--- config.mk ---
export PLATFORM = sky130hd
export DESIGN_NAME = sli_indicator
export DESIGN_NICKNAME = d
export VERILOG_FILES = /design/src/core/sli_pkg.sv /design/src/core/sli_indicator.sv
export SDC_FILE = /design/constraint.sdc
export NUM_CORES = 1
export LEC_CHECK = 0
export BUFFER_PORTS_ARGS = -buffer_cell sky130_fd_sc_hd__buf_4
export CAP_MARGIN = 20
export CORE_MARGIN = 1.5
export CORE_UTILIZATION = 46
export DETAILED_ROUTE_END_ITERATION = 10
export GPL_TIMING_DRIVEN = 0
export PLACE_DENSITY = 0.69
export SKIP_CTS_REPAIR_TIMING = 1
export SLEW_MARGIN = 30
export SYNTH_ARGS = -nofsm -noshare
export SYNTH_HDL_FRONTEND = slang
export SYNTH_SLANG_ARGS = --single-unit
--- constraint.sdc ---
create_clock -name i_ref_clk -period 6.8 [get_ports i_ref_clk]
set_clock_uncertainty 0.15 [all_clocks]
set_input_delay 0.34 -clock i_ref_clk [delete_from_list [all_inputs] [get_ports i_ref_clk]]
set_output_delay 0.34 -clock i_ref_clk [all_outputs]
set_load 0.02 [all_outputs]
--- src/core/sli_pkg.sv ---
// Purpose : Constants for the front status lamp and beeper indicator.
// Assumes : One 250 MHz reference clock.
// Notes   : Error codes equal the number of red flashes per burst.
package sli_pkg;
  // ****************************************************************
  // Timing
  // ****************************************************************
  localparam int unsigned CLK_KHZ        = 250_000;   // Reference clock rate
  localparam int unsigned HALF_PERIOD_MS = 500;       // One flash phase
  localparam int unsigned PAUSE_MS       = 2_000;     // Gap after a burst
  localparam int unsigned HALF_CYCLES    = HALF_PERIOD_MS * CLK_KHZ;
  localparam int unsigned PAUSE_TICKS    = PAUSE_MS / HALF_PERIOD_MS;
  localparam int unsigned BEEP_BURSTS    = 5;         // Bursts that beep

  // ****************************************************************
  // Sleep states
  // ****************************************************************
  localparam logic [2:0] SLP_S0 = 3'h0;
  localparam logic [2:0] SLP_S1 = 3'h1;
  localparam logic [2:0] SLP_S3 = 3'h3;
  localparam logic [2:0] SLP_S4 = 3'h4;
  localparam logic [2:0] SLP_S5 = 3'h5;

  // ****************************************************************
  // Error codes
  // ****************************************************************
  localparam logic [3:0] ERR_NONE    = 4'h0;
  localparam logic [3:0] ERR_MIN     = 4'h2;   // Thermal shutdown
  localparam logic [3:0] ERR_MAX     = 4'ha;   // Bad add-in card
  localparam logic [3:0] ERR_SILENT  = 4'ha;   // Flashes with no beeps

  // Flash sequencer, Gray coded along idle-on-off-pause
  typedef enum logic [1:0] {
    SEQ_IDLE  = 2'b00,
    SEQ_ON    = 2'b01,
    SEQ_OFF   = 2'b11,
    SEQ_PAUSE = 2'b10
  } sli_seq_e;
endpackage

--- src/core/sli_indicator.sv ---
// Purpose : Drives the front status lamp (green/red) and chassis beeper.
// Assumes : Sleep state and error code come from logic on i_ref_clk.
// Notes   : All timing comes from one half-second prescaler.
//
// Summary of operation
// - S0 steady green; S4/S5 lamp dark.
// - S1 or S3 green blink 0.5 Hz.
// - Codes 2-4 flash red, equal beeps.
// - Codes 5-6 flash red, equal beeps.
// - Codes 7-9 flash red, equal beeps.
// - Code 10 flashes ten, never beeps.
// - Two-second pause, then burst repeats.
// - Beeps only for first five bursts.
`timescale 1ns/1ps
module sli_indicator #(
  parameter int unsigned HALF_CYCLES = sli_pkg::HALF_CYCLES,
  parameter int unsigned CNT_W       = 32
) (
  input  wire logic       i_ref_clk,
  input  wire logic       i_rst,
  input  wire logic [2:0] i_sleep_state,
  input  wire logic       i_err_load,
  input  wire logic [3:0] i_err_code,
  output logic            o_lamp_green,
  output logic            o_lamp_red,
  output logic            o_beep_en
);
  // ****************************************************************
  // Elaboration checks
  // ****************************************************************
  if (HALF_CYCLES < 1 || CNT_W < 2 || CNT_W > 32 || HALF_CYCLES - 1 >= (64'd1 << CNT_W)) begin : g_chk
    $error("sli_indicator: HALF_CYCLES does not fit CNT_W");
  end

  localparam logic [CNT_W-1:0] HALF_LAST  = CNT_W'(HALF_CYCLES - 1);
  localparam logic [2:0]       PAUSE_LAST = 3'(sli_pkg::PAUSE_TICKS - 1);
  localparam logic [2:0]       BURST_MAX  = 3'(sli_pkg::BEEP_BURSTS);

  // ****************************************************************
  // State
  // ****************************************************************
  typedef struct packed {
    logic [CNT_W-1:0] cnt;       // Prescaler
    logic             slow_ph;   // Toggles each half second
    logic             green_ph;  // Toggles each second
    sli_pkg::sli_seq_e st;
    logic [3:0]       code;      // Latched error code
    logic [3:0]       flash;     // Flash number in burst
    logic [2:0]       pause;     // Half seconds of pause
    logic [2:0]       burst;     // Completed bursts, saturating
    logic             green;
    logic             red;
    logic             beep;
  } sli_state_s;

  sli_state_s state_r;
  sli_state_s state_nxt;
  logic       tick;
  logic       code_ok;

  // Next state
  always_comb begin
    state_nxt = state_r;
    tick      = (state_r.cnt == HALF_LAST);
    code_ok   = (i_err_code >= sli_pkg::ERR_MIN) && (i_err_code <= sli_pkg::ERR_MAX);
    state_nxt.cnt = tick ? '0 : CNT_W'(state_r.cnt + 1'b1);
    if (tick) begin
      state_nxt.slow_ph = ~state_r.slow_ph;
      if (state_r.slow_ph) begin
        state_nxt.green_ph = ~state_r.green_ph;
      end
    end
    if (i_err_load && code_ok) begin
      state_nxt.code  = i_err_code;
      state_nxt.st    = sli_pkg::SEQ_ON;
      state_nxt.flash = 4'h1;
      state_nxt.pause = 3'h0;
      state_nxt.burst = 3'h0;
      state_nxt.cnt   = '0;
    end else if (i_err_load && i_err_code == sli_pkg::ERR_NONE) begin
      state_nxt.code = sli_pkg::ERR_NONE;
      state_nxt.st   = sli_pkg::SEQ_IDLE;
    end else if (tick) begin
      unique case (state_r.st)
        sli_pkg::SEQ_IDLE: begin
          state_nxt.st = sli_pkg::SEQ_IDLE;
        end
        sli_pkg::SEQ_ON: begin
          state_nxt.st = sli_pkg::SEQ_OFF;
        end
        sli_pkg::SEQ_OFF: begin
          if (state_r.flash == state_r.code) begin
            state_nxt.st    = sli_pkg::SEQ_PAUSE;
            state_nxt.pause = 3'h0;
          end else begin
            state_nxt.st    = sli_pkg::SEQ_ON;
            state_nxt.flash = 4'(state_r.flash + 1'b1);
          end
        end
        sli_pkg::SEQ_PAUSE: begin
          if (state_r.pause == PAUSE_LAST) begin
            state_nxt.st    = sli_pkg::SEQ_ON;
            state_nxt.flash = 4'h1;
            if (state_r.burst != BURST_MAX) begin
              state_nxt.burst = 3'(state_r.burst + 1'b1);
            end
          end else begin
            state_nxt.pause = 3'(state_r.pause + 1'b1);
          end
        end
      endcase
    end
    state_nxt.green = (state_nxt.st == sli_pkg::SEQ_IDLE) &&
                      ((i_sleep_state == sli_pkg::SLP_S0) ||
                       (((i_sleep_state == sli_pkg::SLP_S1) || (i_sleep_state == sli_pkg::SLP_S3)) &&
                        state_nxt.green_ph));
    state_nxt.red  = (state_nxt.st == sli_pkg::SEQ_ON);
    // beep with each flash of the first five bursts; code 10 silent
    state_nxt.beep = state_nxt.red && (state_nxt.code != sli_pkg::ERR_SILENT) &&
                     (state_nxt.burst != BURST_MAX);
  end

  // Register
  always_ff @(posedge i_ref_clk or posedge i_rst) begin
    if (i_rst) begin
      state_r <= '0;
    end else begin
      state_r <= state_nxt;
    end
  end

  assign o_lamp_green = state_r.green;
  assign o_lamp_red   = state_r.red;
  assign o_beep_en    = state_r.beep;
endmodule

Word-level counts from Yosys, hierarchy flattened
Cells that the tools add are included.
{ "op_classes": {"n_lt_le_gt_ge": 2, "n_reduce_logical": 17, "mux": 21, "bitwise": 2, "eq_ne": 17, "addsub": 4} }
{ "op_table": {"columns": ["operator", "n"], "rows": [
  ["two-way mux 32 bit", 2],
  ["adder 32 x 1 -> 32 bit, second input constant", 1],
  ["equality test 32 x 27 -> 1 bit, second input constant", 1],
  ["two-way mux 10 bit", 2],
  ["inequality test 3 bit, second input constant", 6],
  ["two-way mux 16 bit", 1],
  ["two-way mux 3 bit", 5],
  ["case mux 7 bit (2 select lines)", 1],
  ["two-way mux 4 bit", 3],
  ["AND reduction 5 bit", 2],
  ["two-way mux 2 bit", 4],
  ["case mux 2 bit (4 select lines)", 1],
  ["logical AND 1 bit", 7],
  ["adder 3 x 1 -> 3 bit, second input constant", 2],
  ["equality test 3 x 2 -> 1 bit, second input constant", 2],
  ["adder 4 x 1 -> 4 bit, second input constant", 1],
  ["equality test 2 x 1 -> 1 bit, second input constant", 2],
  ["equality test 2 bit, second input constant", 2],
  ["equality test 4 bit", 1],
  [">= comparator 4 x 2 -> 1 bit, second input constant", 1],
  ["less-or-equal comparator 4 bit, second input constant", 1],
  ["zero test 2 bit", 2],
  ["zero test 4 bit", 1],
  ["inequality test 4 bit, second input constant", 1],
  ["8 further kinds", 11]
]} }
{ "word_totals": {"input_bits": 10, "reg_bits": 53, "output_inout_bits": 3} }

Longest topological paths before layout
Gate-level depths: netlist of the first run.
{ "depth": {"depth_word": 10, "mapped_depth": 8, "mapped_depth_nobuf": 8} }

Worst setup path after synthesis of the first run
Ideal clock, no wire load.
{ "synth_path": {"path_type": "reg2reg", "from": "register state_r[6] (netlist name)", "to": "register state_r[7] (netlist name)", "period_less_slack_ns": 2.171, "arrival_time_ns": 1.948, "n_path_buf": 0, "path_slack_ns": 4.629, "path_stages_with_launch": 8, "required_ns": 6.577, "cell_sequence": "dfrtp_1 -> ha_1 -> ha_1 -> or2_2 -> o21ai_0 -> nand4_4 -> or3b_1 -> a21oi_2"} }
{ "synth_between": {"elab_chain_cells": 6} }
{ "synth_lines": {"columns": ["element", "line_no", "source"], "rows": [
  ["from (decl)", "sli_indicator.sv:56", "sli_state_s state_r;"],
  ["from (signal assigned)", "sli_indicator.sv:128", "state_r <= state_nxt;"],
  ["adder 3 x 1 -> 3 bit", "sli_indicator.sv:108", "state_nxt.pause = 3'(state_r.pause + 1'b1);"],
  ["two-way mux 3 bit", "sli_indicator.sv:101", "if (state_r.pause == PAUSE_LAST) begin"],
  ["case mux 7 bit (2 select lines)", "sli_indicator.sv:84", "unique case (state_r.st)"],
  ["two-way mux 10 bit", "sli_indicator.sv:83", "end else if (tick) begin"],
  ["two-way mux 10 bit", "sli_indicator.sv:80", "end else if (i_err_load && i_err_code == sli_pkg::ERR_NONE) begin"],
  ["two-way mux 16 bit", "sli_indicator.sv:73", "if (i_err_load && code_ok) begin"]
]} }
Several ways; a longest one is shown, not always the timed one. The select of a mux whose other input is x is not followed.
A chain may end at the register's enable or synchronous reset.

==> results.md, run 1 <==
- Status: complete, no violations
- Worst Hold Class: in2reg
- Seq pwr share: 59.1%
- Worst Reg-to-Reg Cells: 7
- CTS Buf Count: 5
- Slew @ Worst Pin: 0.750 ns
- Post-synth top area share: about 45%
- Root buf cell: clkbuf_8
- Syn Nets: 334
- Die area: ~7000 µm²
- Drt total wl: 5960 µm
- Met1 usage: 25.2%
- Max cap viols: 0
- Asr flop ratio synth: 100%
- Synth cell count leaders: 53 x dfrtp_1, 51 x nor2_1, 23 x nand2_1
- First-pass GRT wire length: 10800 µm
- Vias in the first global route: 2301
- Clk_lat worst skew: ~0.30 ns
- Pwr/cell area: 176 nW/µm²
- Int Pwr: between 0.0004 and 0.0005 W
- DR vias: 2297
- CP Data Required Time: 6.85 ns
- RR Startpoint: state_r[44]
- Layout area overhead: 10.2%
- Setup TNS: 0 ns
- Seq cells post-synth: 53
- Htree depth: 2
- WS Path Type: reg2reg
- Fin. Hold Viols: 0
- Tcrit/Tclk final: 37.3%
- Worst vdd ir: 0.115 mV
- Met2 Use GR: 31.5%
- Die height: ~83 µm
- Max Slew Vio Count: 0
- Seq/Total Area, Yosys: 44.9%
- Largest net degree at the start of global routing: 42
- CTS tree: built
- Syn Area/Cell: 9.30 µm²
- Pre-CTS WS: approximately 4.3 ns
- Reg2reg setup slack: 4.27 ns
- RD Place Congestion: 0.820
- Share of layout cells above drive strength 1: 10.9%
- GR Overflow Total: 0
- Final setup violating endpoints: 0
- Synth warn: 0
- Combinational share of power: a little over a tenth
- DP HPWL: around 4400 µm
- Biggest area consumer among synthesized cells: dfrtp_1
- Detailed Routing Iterations Pass 1: 4
- Leak Pwr: 1.40 nW
- Cells after Synth: 318
- Wirelength per Cell: 14.3 µm
- Clock Sinks: 53
- CP endpoint: state_r[46]
- Port Buf Inserts: 12
- Synth top area cells: dfrtp_1 45%, nor2_1 6.5%, xnor2_1 6.2%
- CP max stage delay: 0.53 ns
- # diodes: 0
- Hold depth: 2
- Clock transition at the registers of the reported paths: 0.09 ns
- Total GRT Usage: 19.0%
- Sw Ratio: 25.6%
- Width of the die: just over 80 µm
- Gr busiest metal: met2
- Starting density of the core: 47.1%
- DRC viols: 0
- Crit-path max FO: 10
- Top_reg_cell synth: dfrtp_1
- WP data arrival: 2.58 ns
- Clk buf depth: 2
- Top cell by count, worst path: buf_2
- Reg2reg end: state_r[46]
- Worst slew margin: 49.5%
- Nature of the critical path endpoint: flop
- Post-synth cell types: 49
- RSZ-0062 raised after global routing: no
- Fin worst setup slack: 4.27 ns
- # rows: 29
- Iter 0 DRT Violations: 123
- Final net count: 355
- Setup crit start: state_r[44]
- Cell Area, Synth: 2960 µm²
- DR vias/cell: 5.51
- CP max stage cell: nor4bb_1
- Max Clock Freq: 395 MHz
- Post-route ant nets: 0
- Met3 Usage GRT: 3.58%
- Clock power share: about 30%
- Worst setup SP type: flop
- IO Pins: 13
- Core area: 6280 µm²
- Initial antenna violation count: 0
- EDFF count, synth: 0
- Switching Power: about 0.00015 W
- Time the worst path needs with I/O delays and setup: 2.53 ns
- CP cell instances: nor4bb_1, and3_1, nand3_1, nand2_1, buf_2, buf_2, nor2_1
- Most numerous cell in the Yosys netlist: dfrtp_1
## power by group through the flow
stage / clock [W] / combinational (W) / sequential, W
after global routing: 0.000187 / 0.0000702 / 0.000341
after detailed placement: 0 / 0.0000617 / 0.000345
after global placement: 0 / 0.0000587 / 0.000344
after CTS: 0.000178 / 0.0000620 / 0.000339
after floorplan: 0 / 0.0000403 / 0.000344
final: 0.000173 / 0.0000612 / 0.000339
## cell type report
type | count | area, µm²
Multi-Input combinational cell | 244 | 1530
Inverter | 13 | 51.3
Timing Repair Buffer | 14 | 120
Fill cell | 589 | 3020
Clock inverter | 1 | 7.51
Sequential cell | 53 | 1330
Clock buffer | 7 | 76.3
Buffer | 8 | 56.3
Tap cell | 77 | 96.3
## cells by family (layout without fill, tap and decap cells)
kind of cell             after synthesis  count (layout)  share of synthesized area, %
AO/OA/AOI/OAI                         40              40                          8.34
XOR/XNOR                              34              34                          10.1
adder cells (fa/ha/maj)                6               6                          2.54
buffers and inverters                 21              43                          3.55
flip-flops                            53              53                          44.9
multiplexers                           5               5                          1.74
AND/OR/NAND/NOR                      159             159                          28.9
## placed cells by master (no fill, tap or decap), drive strengths merged, types with 13 or more instances in the layout
cell type | Yosys | layout
nand3 | 21 | 21
nand2 | 23 | 23
dfrtp | 53 | 53
o21ai | 18 | 18
inv | 13 | 13
xnor2 | 21 | 21
nand4 | 14 | 14
nor2 | 51 | 51
xor2 | 13 | 13
buf | 6 | 19
## worst max-delay path: cells and delay by family (launching register included)
family | cells | cell delay, ns
simple gates | 5 | 1.33
flops | 1 | 0.43
buf+inv | 2 | 0.51
## registers in the layout, summed over array words and instances, names as in the netlist
register	cells
o_beep_en	1
o_lamp_green	1
o_lamp_red	1
state_r	50
## per-layer routing
| layer | share of wire [%] | wire length [µm] | vias to the layer above |
|---|---|---|---|
| met1 | 47 | 2830 | 1104 |
| met4 | 1.4 | 85 | 0 |
| met5 | 0 | 0 | - |
| li1 | - | - | 1159 |
| met2 | 48 | 2870 | 26 |
| met3 | 3.1 | 185 | 8 |
## worst min path at each step
| stage | from | endpoint | slack (ns) |
|---|---|---|---|
| 2_1_floorplan | state_r[19] | state_r[19] | 0.29 |
| 3_3_place_gp | state_r[20] | state_r[20] | 0.31 |
| 3_5_place_dp | i_rst | state_r[16] | 0.12 |
| 4_1_cts | i_rst | state_r[16] | -0.22 |
| 5_1_grt | i_err_code[2] | state_r[16] | 0.13 |
| 6_report | i_err_code[2] | state_r[16] | 0.12 |
## through the flow
step | cells | total power (W) | util (%) | hold WS, ns | cell area [µm²]
finish | 417 | 0.000572 | 51.9 | 0.117 | 3260
global route | 417 | 0.000598 | 51.9 | 0.135 | 3260
CTS | 416 | 0.000578 | 51.8 | -0.217 | 3250
detailed placement | 408 | 0.000406 | 50.4 | 0.120 | 3170
global placement | 407 | 0.000403 | 50.1 | 0.312 | 3140
floorplan | 318 | 0.000384 | - | 0.294 | 2960
Power figures use the tool's default switching activity.
==> run 2, diff against run 1 <==
- PLACE_DENSITY: 0.69 -> 0.72
- clock period: 6.8 -> 2.1 ns (I/O delays scaled with it)
==> run 2 against run 1 <==
The run now ends with hold timing, setup timing left; cell count rose by 7.0%; sequential power rose to 3.2 times the previous value; global-route usage fell by 0.082 points; non-clock buffer count rose by 29; final area rose by 16%; critical endpoint is now state_r[7]; utilization rose by 8.6 points; clock-buffer cell count did not move; setup slack got worse by 4.3 ns; via count rose by 9.2%; critical path type unchanged; sequential share of layout area fell by 5.5 points; largest power group unchanged; die area did not move; combinational power rose to 4.4 times the previous value.
==> results.md, run 2 (synthesis results as in run 1) <==
- Fin. Hold Viols: 2
- Width of the die: 83.2 µm
- RD Place Congestion: 0.815
- DR vias/cell: approximately 5.6
- Hold depth: 3
- DP HPWL: approximately 4400 µm
- Largest reg by FF count: state_r
- Reg2reg end: state_r[7]
- Final net count: 384
- Worst vdd ir: 0.418 mV
- RR Startpoint: state_r[36]
- Vias in the first global route: between 2000 and 2500
- Max Slew Vio Count: 0
- Nature of the critical path endpoint: flop
- Hold Path End: state_r[14]
- # rows: 29
- Largest register FFs: 50
- Status: finished, violations left
- Clk_lat worst skew: 0.31 ns
- CP cell instances: nand4bb_4, nor4_4, and3_4, nand4_4, or3b_4, a21oi_2
- Max Clock Freq: 461 MHz
- Htree depth: 2
- Most common cell after layout, fill and taps aside: nor2_1
- Setup TNS: -0.0988 ns
- Worst setup SP type: flop
- Port Buf Inserts: 12
- Wirelength per Cell: between 15 and 20 µm
- Max cap viols: 0
- Core area: 6280 µm²
- Failing checks: hold timing, setup timing
- CP max stage delay: about 0.43 ns
- Starting density of the core: 47.1%
- Drt total wl: 6870 µm
- Final Non-Filler Cells: roughly 450
- Worst Path Buf+Inv: 0
- Die height: 83.2 µm
- Die area: 6920 µm²
- Time the worst path needs with I/O delays and setup: 2.17 ns
- CP Data Required Time: 2.20 ns
- Root buf cell: clkbuf_8
- Pwr/cell area: around 550 nW/µm²
- Crit-path max FO: 7
- Largest net degree at the start of global routing: 42
- Slew @ Worst Pin: 0.764 ns
- Post-route ant nets: 0
- Placed cell count: between 400 and 500
- CTS Buf Count: 5
- Clock transition at the registers of the reported paths: roughly 0.10 ns
- CP max stage cell: dfrtp_1
- Setup crit start: state_r[36]
- Reg2reg setup slack: -0.07 ns
- GR Overflow Total: 0
- RSZ-0062 raised after global routing: yes
- DR vias: 2508
- Worst slew margin: 48.9%
- Clk buf depth: 2
- Clock Sinks: between 50 and 60
- Total GRT Usage: about a fifth
- WP data arrival: 2.27 ns
- Leak Pwr: 1.62 nW
- Layout area overhead: 28.4%
- Share of layout cells above drive strength 1: about a quarter
- Hold Crit Start: i_err_code[1]
- First-pass GRT wire length: 10700 µm
- WS Path Type: reg2reg
- Iter 0 DRT Violations: a little over 100
- Fin worst setup slack: -0.0693 ns
- Initial antenna violation count: 0
- DRC viols: 0
- Family with the most delay on the worst path: simple AND/OR/NAND/NOR gates
- Worst Reg-to-Reg Cells: 6
- IO Pins: 13
- Worst Hold Class: in2reg
- Fill count: 504
- Post-Route Utilization: 60.5%
- CTS tree: built
- Hold slack: -0.0164 ns
- Detailed Routing Iterations Pass 1: 4
- WP depth: 6
- Tcrit/Tclk final: 103%
- Final setup violating endpoints: 4
- Commonest non-fill, non-tap cells in the layout: 49 x nor2_1, 44 x dfrtp_1, 36 x buf_4, 22 x nand2_1, 21 x xnor2_1
- # diodes: 0
run 2: changes by cell type in the layout (fill, tap and decap cells not counted), moves of 3 or more:
| cell | delta |
|---|---|
| buf_4 | +24 |
| buf_6 | +3 |
| dfrtp_1 | -9 |
| dfrtp_2 | +9 |
| dlygate4sd3_1 | +4 |
| nor4_1 | -4 |
| nor4_4 | +4 |
| o21ai_0 | -5 |
| o21ai_1 | +4 |
run 2: per-layer routing:
| layer | up-vias | GRT usage [%] | share of wire, % |
|---|---|---|---|
| met5 | - | 0 | 0 |
| met4 | 0 | 5.91 | 1.6 |
| met3 | 14 | 3.38 | 2.4 |
| met2 | 36 | 32.3 | 51 |
| met1 | 1241 | 24.4 | 45 |
| li1 | 1217 | - | - |
run 2: worst min-delay path: stages:
cell      delay, ns
buf_4          0.12
o21ai_0        0.08
o221ai_1       0.10
run 2: worst max path at each step:
| stage | endpoint | slack (ns) |
|---|---|---|
| finish | state_r[7] | -0.07 |
| global route | state_r[7] | -0.14 |
| CTS | state_r[40] | -0.37 |
| detailed placement | state_r[48] | -0.32 |
| global placement | state_r[40] | -0.30 |
| floorplan | state_r[7] | 0.02 |
run 2: layout make-up:
type / instances / area, µm² / share of cell area, %
Clock buffer: 7 / 86.3 / 2.27
Clock inverter: 1 / 30.0 / 0.791
Buffer: 7 / 58.8 / 1.55
Sequential cell: 53 / 1340 / 35.2
Tap cell: 77 / 96.3 / 2.54
Timing Repair Buffer: 44 / 363 / 9.56
Inverter: 13 / 51.3 / 1.35
Multi-Input combinational cell: 244 / 1770 / 46.7
run 2: through the flow:
step                      instance area, µm²  total power (W)  worst slack, ns
after global placement                  3150          0.00131           -0.300
after CTS                               3290          0.00203           -0.372
after floorplan                         2960          0.00125           0.0166
after global routing                    3800          0.00218           -0.145
after detailed placement                3170          0.00132           -0.319
final                                   3800          0.00210          -0.0693
run 2: report_power, final:
group	switching [W]	total, W	internal [W]
Sequential	0.0000433	0.00110	0.00106
Combinational	0.000140	0.000270	0.000130
Clock	0.000336	0.000725	0.000389
Total	0.000519	0.00210	0.00158
